**config.mk**
```make
export PLATFORM = sky130hd
export DESIGN_NAME = pes_host
export DESIGN_NICKNAME = d
export VERILOG_FILES = /design/src/hdl/pes_pkg.sv /design/src/hdl/pes_host.sv
export SDC_FILE = /design/constraint.sdc
export NUM_CORES = 1
export LEC_CHECK = 0
export BUFFER_PORTS_ARGS = -buffer_cell sky130_fd_sc_hd__clkbuf_2
export CORE_ASPECT_RATIO = 0.8
export CORE_MARGIN = 2
export CORE_UTILIZATION = 43
export DETAILED_ROUTE_END_ITERATION = 8
export PLACE_DENSITY = 0.68
export SLEW_MARGIN = 15
export SYNTH_ARGS = -nofsm -noshare
export SYNTH_HDL_FRONTEND = slang
export SYNTH_SLANG_ARGS = --single-unit
```
**constraint.sdc**
```tcl
create_clock -name clk_i -period 2.7 [get_ports clk_i]
set_clock_uncertainty 0.15 [all_clocks]
set_input_delay 0.135 -clock clk_i [delete_from_list [all_inputs] [get_ports clk_i]]
set_output_delay 0.135 -clock clk_i [all_outputs]
set_load 0.005 [all_outputs]
```
**src/hdl/pes_pkg.sv**
```systemverilog
// Package for the PROM-style EEPROM host controller
package pes_pkg;
  // Organisation
  localparam int unsigned DATA_W = 8;
  localparam int unsigned ADDR_W_SMALL = 11;
  localparam int unsigned ADDR_W_LARGE = 12;
  localparam int unsigned ADDR_W = ADDR_W_LARGE;
  // Clock and timing
  localparam int unsigned CLK_HZ = 10_000_000;
  localparam int unsigned CLK_PERIOD_NS = 100;
  localparam int unsigned PROG_PULSE_MS = 5;
  localparam int unsigned PROG_PULSE_CYC = (PROG_PULSE_MS * CLK_HZ + 999) / 1000;
  localparam int unsigned ADDR_SETUP_NS = 100;
  localparam int unsigned ADDR_SETUP_CYC = (ADDR_SETUP_NS + CLK_PERIOD_NS - 1) / CLK_PERIOD_NS;
  localparam int unsigned READ_ACCESS_NS = 200;
  localparam int unsigned READ_ACCESS_CYC = (READ_ACCESS_NS + CLK_PERIOD_NS - 1) / CLK_PERIOD_NS;
  localparam int unsigned CNT_W = 16;

  // Operation state
  typedef enum logic [2:0] {
    PES_IDLE,
    PES_RD_SETUP,
    PES_RD_ACCESS,
    PES_RD_CAPTURE,
    PES_WR_SETUP,
    PES_WR_PULSE,
    PES_WR_HOLD
  } pes_state_t;

  // Pins toward the memory
  typedef struct packed {
    logic [ADDR_W-1:0] addr;
    logic first_select_n;
    logic programming_high_level;
    logic secondary_select;
    logic tertiary_select;
    logic [DATA_W-1:0] byte_lines_out;
    logic byte_lines_oe_n;
  } pes_pins_t;

  // Whole controller state
  typedef struct packed {
    pes_state_t state;
    logic [CNT_W-1:0] cnt;
    pes_pins_t pins;
    logic [DATA_W-1:0] rdata;
    logic rvalid;
    logic wdone;
    logic [DATA_W-1:0] sync1;
    logic [DATA_W-1:0] sync2;
  } pes_regs_t;
endpackage

```
**src/hdl/pes_host.sv**
```systemverilog
// Host controller that reads and byte-writes a PROM-style EEPROM over its pins
`timescale 1ns/1ps
module pes_host #(
  parameter bit LARGE = 1'b1,
  parameter int unsigned PULSE_CYC = pes_pkg::PROG_PULSE_CYC
) (
  input wire logic clk_i,
  input wire logic arst_n_i,
  input wire logic req_i,
  input wire logic we_i,
  input wire logic [pes_pkg::ADDR_W-1:0] addr_i,
  input wire logic [pes_pkg::DATA_W-1:0] wdata_i,
  output logic ready_o,
  output logic [pes_pkg::DATA_W-1:0] rdata_o,
  output logic rvalid_o,
  output logic wdone_o,
  output logic [pes_pkg::ADDR_W-2:0] addr_o,
  output logic first_select_n_o,
  output logic programming_high_level_o,
  output logic secondary_select_o,
  output logic tertiary_select_o,
  input wire logic [pes_pkg::DATA_W-1:0] byte_lines_i,
  output logic [pes_pkg::DATA_W-1:0] byte_lines_o,
  output logic byte_lines_oe_n_o
);
  // Read: address out, setup wait, selects on, access wait, capture
  // Write: address and data out, setup wait, pulse, hold, release
  // Requests that arrive while a sequence runs are dropped without notice
  // One byte per write; the memory clears the byte inside the same pulse
  // Pulse length is PULSE_CYC cycles; the default gives 5 ms at 10 MHz

  // Flip-flops between the byte lines and the captured byte
  localparam int unsigned SYNC_STAGES = 2;
  // Highest address bit, shared with the third select on the small part
  localparam int unsigned ADDR_TOP = pes_pkg::ADDR_W - 1;
  // Byte line enable levels; low while the host drives
  localparam logic OE_DRIVE = 1'b0;
  localparam logic OE_RELEASE = 1'b1;

  // Counter loads; each wait lasts one edge longer than its load
  localparam logic [pes_pkg::CNT_W-1:0] SETUP_LOAD = pes_pkg::CNT_W'(pes_pkg::ADDR_SETUP_CYC);
  localparam logic [pes_pkg::CNT_W-1:0] ACCESS_LOAD = pes_pkg::CNT_W'(pes_pkg::READ_ACCESS_CYC + SYNC_STAGES);
  localparam logic [pes_pkg::CNT_W-1:0] PULSE_LOAD = pes_pkg::CNT_W'(PULSE_CYC - 1);
  localparam logic [pes_pkg::CNT_W-1:0] HOLD_LOAD = pes_pkg::CNT_W'(pes_pkg::ADDR_SETUP_CYC);

  // Standby pin levels: first select high, byte lines released
  localparam pes_pkg::pes_pins_t PINS_RST = '{
    addr: '0,
    first_select_n: 1'b1,
    programming_high_level: 1'b0,
    secondary_select: 1'b0,
    tertiary_select: 1'b0,
    byte_lines_out: '0,
    byte_lines_oe_n: OE_RELEASE
  };

  // Idle controller: no answer pending, synchronisers cleared
  localparam pes_pkg::pes_regs_t REGS_RST = '{
    state: pes_pkg::PES_IDLE,
    cnt: '0,
    pins: PINS_RST,
    rdata: '0,
    rvalid: 1'b0,
    wdone: 1'b0,
    sync1: '0,
    sync2: '0
  };

  // Registered state and its next value
  pes_pkg::pes_regs_t q;
  pes_pkg::pes_regs_t d;
  // Level of the shared pin outside reads
  logic idle_sel;

  // Shared pin: top address bit on the large part, third select on the small one
  always_comb begin
    idle_sel = 1'b0;
    if (LARGE) begin
      idle_sel = 1'b1;
    end
  end

  // Next-state logic for the whole controller
  always_comb begin
    d = q;
    // Answer strobes last one cycle
    d.rvalid = 1'b0;
    d.wdone = 1'b0;

    // Two flip-flops before anything reads the byte lines
    d.sync1 = byte_lines_i;
    d.sync2 = q.sync1;

    // Wait counter runs down to zero and stops
    if (q.cnt != '0) begin
      d.cnt = q.cnt - 1'b1;
    end

    unique case (q.state)
      // Waiting for a request; selects rest in standby
      pes_pkg::PES_IDLE: begin
        if (req_i) begin
          // Address first, selects stay inactive
          d.pins.addr = addr_i;
          if (!LARGE) begin
            d.pins.addr[ADDR_TOP] = 1'b0;
          end
          // Setup wait before any select moves
          d.cnt = SETUP_LOAD;
          if (we_i) begin
            // Write data goes out with the address
            d.pins.byte_lines_out = wdata_i;
            d.pins.byte_lines_oe_n = OE_DRIVE;
            d.pins.secondary_select = 1'b0;
            d.state = pes_pkg::PES_WR_SETUP;
          end else begin
            d.state = pes_pkg::PES_RD_SETUP;
          end
        end
      end

      // Address has settled; bring the selects to read levels
      pes_pkg::PES_RD_SETUP: begin
        if (q.cnt == '0) begin
          d.pins.first_select_n = 1'b0;
          d.pins.secondary_select = 1'b1;
          d.pins.tertiary_select = 1'b1;
          // Access wait includes the sync stages
          d.cnt = ACCESS_LOAD;
          d.state = pes_pkg::PES_RD_ACCESS;
        end
      end

      // Access time plus the two sync stages
      pes_pkg::PES_RD_ACCESS: begin
        if (q.cnt == '0) begin
          d.state = pes_pkg::PES_RD_CAPTURE;
        end
      end

      pes_pkg::PES_RD_CAPTURE: begin
        // Byte has settled through both sync stages
        d.rdata = q.sync2;
        d.rvalid = 1'b1;
        // Back to standby so the memory floats its outputs
        d.pins.first_select_n = 1'b1;
        d.pins.secondary_select = 1'b0;
        d.pins.tertiary_select = idle_sel;
        d.state = pes_pkg::PES_IDLE;
      end

      // Address and data have settled; raise the programming high level, first select stays high
      pes_pkg::PES_WR_SETUP: begin
        if (q.cnt == '0) begin
          d.pins.programming_high_level = 1'b1;
          // Pulse length counted from here
          d.cnt = PULSE_LOAD;
          d.state = pes_pkg::PES_WR_PULSE;
        end
      end

      pes_pkg::PES_WR_PULSE: begin
        // Single pulse both erases and programs the byte
        if (q.cnt == '0) begin
          d.pins.programming_high_level = 1'b0;
          d.cnt = HOLD_LOAD;
          d.state = pes_pkg::PES_WR_HOLD;
        end
      end

      pes_pkg::PES_WR_HOLD: begin
        // Keep address and data a little past the pulse
        if (q.cnt == '0) begin
          d.pins.byte_lines_oe_n = OE_RELEASE;
          // Leave every select in standby for the next access
          d.pins.first_select_n = 1'b1;
          d.pins.secondary_select = 1'b0;
          d.pins.tertiary_select = idle_sel;
          d.wdone = 1'b1;
          d.state = pes_pkg::PES_IDLE;
        end
      end
    endcase
  end

  // State register
  always_ff @(posedge clk_i or negedge arst_n_i) begin
    if (!arst_n_i) begin
      q <= REGS_RST;
    end else begin
      q <= d;
    end
  end

  // Handshake toward the user side
  assign ready_o = (q.state == pes_pkg::PES_IDLE);

  // Answers, straight from flip-flops
  assign rdata_o = q.rdata;
  assign rvalid_o = q.rvalid;
  assign wdone_o = q.wdone;

  // Address and selects toward the memory
  assign addr_o = q.pins.addr[ADDR_TOP-1:0];
  assign first_select_n_o = q.pins.first_select_n;
  assign programming_high_level_o = q.pins.programming_high_level;
  assign secondary_select_o = q.pins.secondary_select;
  // Shared position carries the top bit on the large part
  assign tertiary_select_o = LARGE ? q.pins.addr[ADDR_TOP] : q.pins.tertiary_select;

  // Byte lines toward the memory
  assign byte_lines_o = q.pins.byte_lines_out;
  assign byte_lines_oe_n_o = q.pins.byte_lines_oe_n;
endmodule

```
==> metrics.md <==
| Metric | Value |
|---|---|
| Outcome | finished, final reports clean |
| Clock Sink Count | about 70 |
| Clock buffer depth | 2 |
| Worst-case reg-to-reg path depth | 6 |
| Sequential-to-total area share from yosys stat | 0.556 |
| Count leader, synth | dfrtp_1 |
| First-pass GRT wire length | 10,800 um |
| Filler cell count | 571 |
| # DRC | 0 |
| HPWL Detailed | 3940 um |
| Crit path kind | flip-flop to flip-flop |
| Hold Startpoint | req_i |
| Largest net degree at the start of global routing | 70 |
| Nets | just under 400 |
| Buf/Inv on CP | 1 |
| Worst min path class | input port to flip-flop |
| H-tree level count | 3 |
| Share of the synthesized area in the top cell type | 0.539 |
| Synthesized area | just over 3000 um^2 |
| CP startpoint kind | flip-flop |
| Min-Delay Path Depth | 4 |
| FF-to-FF setup slack | roughly 0.17 ns |
| Number of synthesized register bits | 69 |
| Critical path capture point type | flip-flop |
| EDFF count, synth | 0 |
| Slew @ Worst Pin | approximately 0.60 ns |
| Final setup margin | 0.168 ns |
| Cell Chain, Critical Path | or4_1 > nor4_4 > buf_4 > nand2_1 > a21oi_2 > nor2_1 |
| Arr. time, crit path | roughly 2.6 ns |
| Core box area | a little under 7000 um^2 |
| Worst slew margin | 0.597 |
| Most common flop cell mapped by yosys | dfrtp_1 |
| Via-to-Cell Ratio | roughly 5.0 |
| Gpl congestion | 0.865 |
| Initial antenna violation count | 0 |
| ANT cells | 0 |
| Worst path top cell family by delay | simple AND/OR/NAND/NOR gates |
| Max Clk Rate | 0.395 GHz |
| Share of cells above drive strength 1 | 0.362 |
| RSZ-0062 raised after global routing | no |
| Clock latency at the later pin of the worst-skew pair | ~0.34 ns |
| Final min period | around 2.5 ns |
| CTS buffer count | 9 |
| Die X | about 100 um |
| Root Buffer | clkbuf_8 |
| Avg Synthesized Cell Area | 11.5 um^2 |
| Largest cells by area after synthesis | dfrtp_1 54%, mux2_2 10%, buf_4 6.8% |
| Wire per inst | roughly 14 um |
| Crit-path max FO | 11 |
| Number of top-level pins | 67 |
| Routed Antenna Nets | 0 |
| Die ar. | just under 8000 um^2 |
| Synthesis-to-finish area growth | 25.7% |
| Post-route setup TNS | 0 ns |
| Num rows | 27 |
| Max Slew Vio Count | 0 |
| Unique cell type count in the Yosys netlist | 43 |
| Finished Core Util | 0.562 |
| Via count | roughly 2,200 |
| Grt ovf | 0 |
| GRT Overall Usage | 0.174 |
| # setup viols final | 0 |
| DR pass1 iterations | 4 |
| Max-cap violations | 0 |
| CTS tree | yes |
| Pre-CTS setup slack | ~0.22 ns |
| Reg2reg start | q[57] |
| LEAKAGE | 1.84 nW |
| WL final | between 6000 and 7000 um |
| Syn_nets | between 300 and 400 |
| Critical Path RT | 2.76 ns |
| Initial core utilization | 0.447 |
| Hold Violations, Final | 0 |
| Synth area leader | dfrtp_1 |
| Port Buffers | between 60 and 70 |
| Peak supply drop | around 0.00036 V |
| Chip Height | 80.1 um |
| CTS clk-pin slew, worst paths | around 0.07 ns |
| Pwr Density | between 600 and 700 nW/um^2 |
| Post_cts resized | 0 |
| CP max-delay cell | or4_1 |
| Synthesis Warnings | 0 |
| Gate Count Post-Synth | 270 |
| Vias in the first global route | roughly 2,300 |
| Async set or reset register ratio after synthesis | 1.00 |
| Part of the cycle the worst path needs | 0.938 |
| Post-synth top cells | 67 x dfrtp_1, 28 x buf_4, 28 x mux2_2, 23 x nor2_1, 16 x nand2_1 |
| FF-to-FF End | q[58] |
| CP peak stage delay | roughly 0.69 ns |
| DR iter-0 viols | 144 |
| Tot Pwr | 2.40 mW |
## sequential cells by signal, indices dropped and copies added, names as in the netlist, named ones only
register / cells
rdata_o: 8
byte_lines_o: 8
wdone_o: 1
secondary_select_o: 1
d: 8
programming_high_level_o: 1
first_select_n_o: 1
byte_lines_oe_n_o: 1
addr_o: 11
rvalid_o: 1
q: 26
tertiary_select_o: 1
## tightest hold or removal path: cells and delay by family
family	cells	cell delay (ns)
AOI/OAI and AO/OA	1	0.09
buffers and inverters	1	0.12
and+or+nand+nor	2	0.19
## report_power, final
group          switching [mW]  total (mW)  internal [mW]
Clock                   0.390       0.910          0.520
Combinational           0.153       0.309          0.156
Sequential             0.0737        1.18           1.10
## layout make-up
type	count	area [um^2]	share of cell area
well taps	87	109	0.0278
repair buffers	106	716	0.183
flip-flops and latches	69	1730	0.442
clock inverters	6	88.8	0.0227
inverters	5	18.8	0.00480
clock buffers	10	128	0.0326
multi-input cells	160	1120	0.287
## per-stage QoR
step                std cells  area [um^2]  hold WS, ns
floorplan                 270         3110       -0.311
global placement          398         3400       0.0356
detailed placement        398         3400       0.0353
CTS                       443         3910       0.0656
global route              443         3910        0.128
finish                    443         3910       0.0783
## how the worst max path moves through the flow
| stage | start | end | slack (ns) | cells past startpoint |
|---|---|---|---|---|
| finish | q[57] | q[58] | 0.17 | 6 |
| global route | q[57] | q[58] | 0.07 | 6 |
| floorplan | q[57] | q[51] | 0.34 | 7 |
| detailed placement | q[57] | q[58] | 0.22 | 6 |
| CTS | q[57] | q[58] | 0.21 | 6 |
| global placement | q[57] | q[61] | 0.27 | 6 |
## per-layer routing
metal	vias to the layer above	wire [um]	track usage
met3	8	395	0.0574
met5	-	0	0
met2	73	2840	0.265
met1	1070	2770	0.229
met4	0	82	0.0740
li1	1084	-	-
## kinds of logic (layout without fill, tap and decap cells)
group	after synthesis	after routing	share of synthesized area
and+or+nand+nor	80	80	0.136
buffers and inverters	41	127	0.0840
xor gates and xnor gates	7	7	0.0197
DFF	69	69	0.556
adders and majority gates	4	4	0.0161
AOI/OAI and AO/OA	39	39	0.0804
muxes	30	30	0.108
## repair_timing
action | CTS | global route
buffers inserted | 0 | 0
hold buffers | 29 | 0
endpoints found under the hold margin | 97 | 0
## placed cells by master (no fill, tap or decap), drive strengths merged, types with 2 or more instances in the layout
master	instances
o21ai	6
nor3	10
dlygate4sd3	29
buf	12
mux2i	2
nand2	16
mux2	28
nor4	7
nand3	3
dfrtp	67
or3	3
nor2	24
a21oi	13
bufinv	2
dfstp	2
nor2b	2
inv	5
xnor2	6
clkinv	2
ha	4
clkinvlp	2
clkbuf	75
or4	4
o22ai	2
a211oi	9
nand2b	6
No activity file was read; power rests on OpenSTA's default activity.
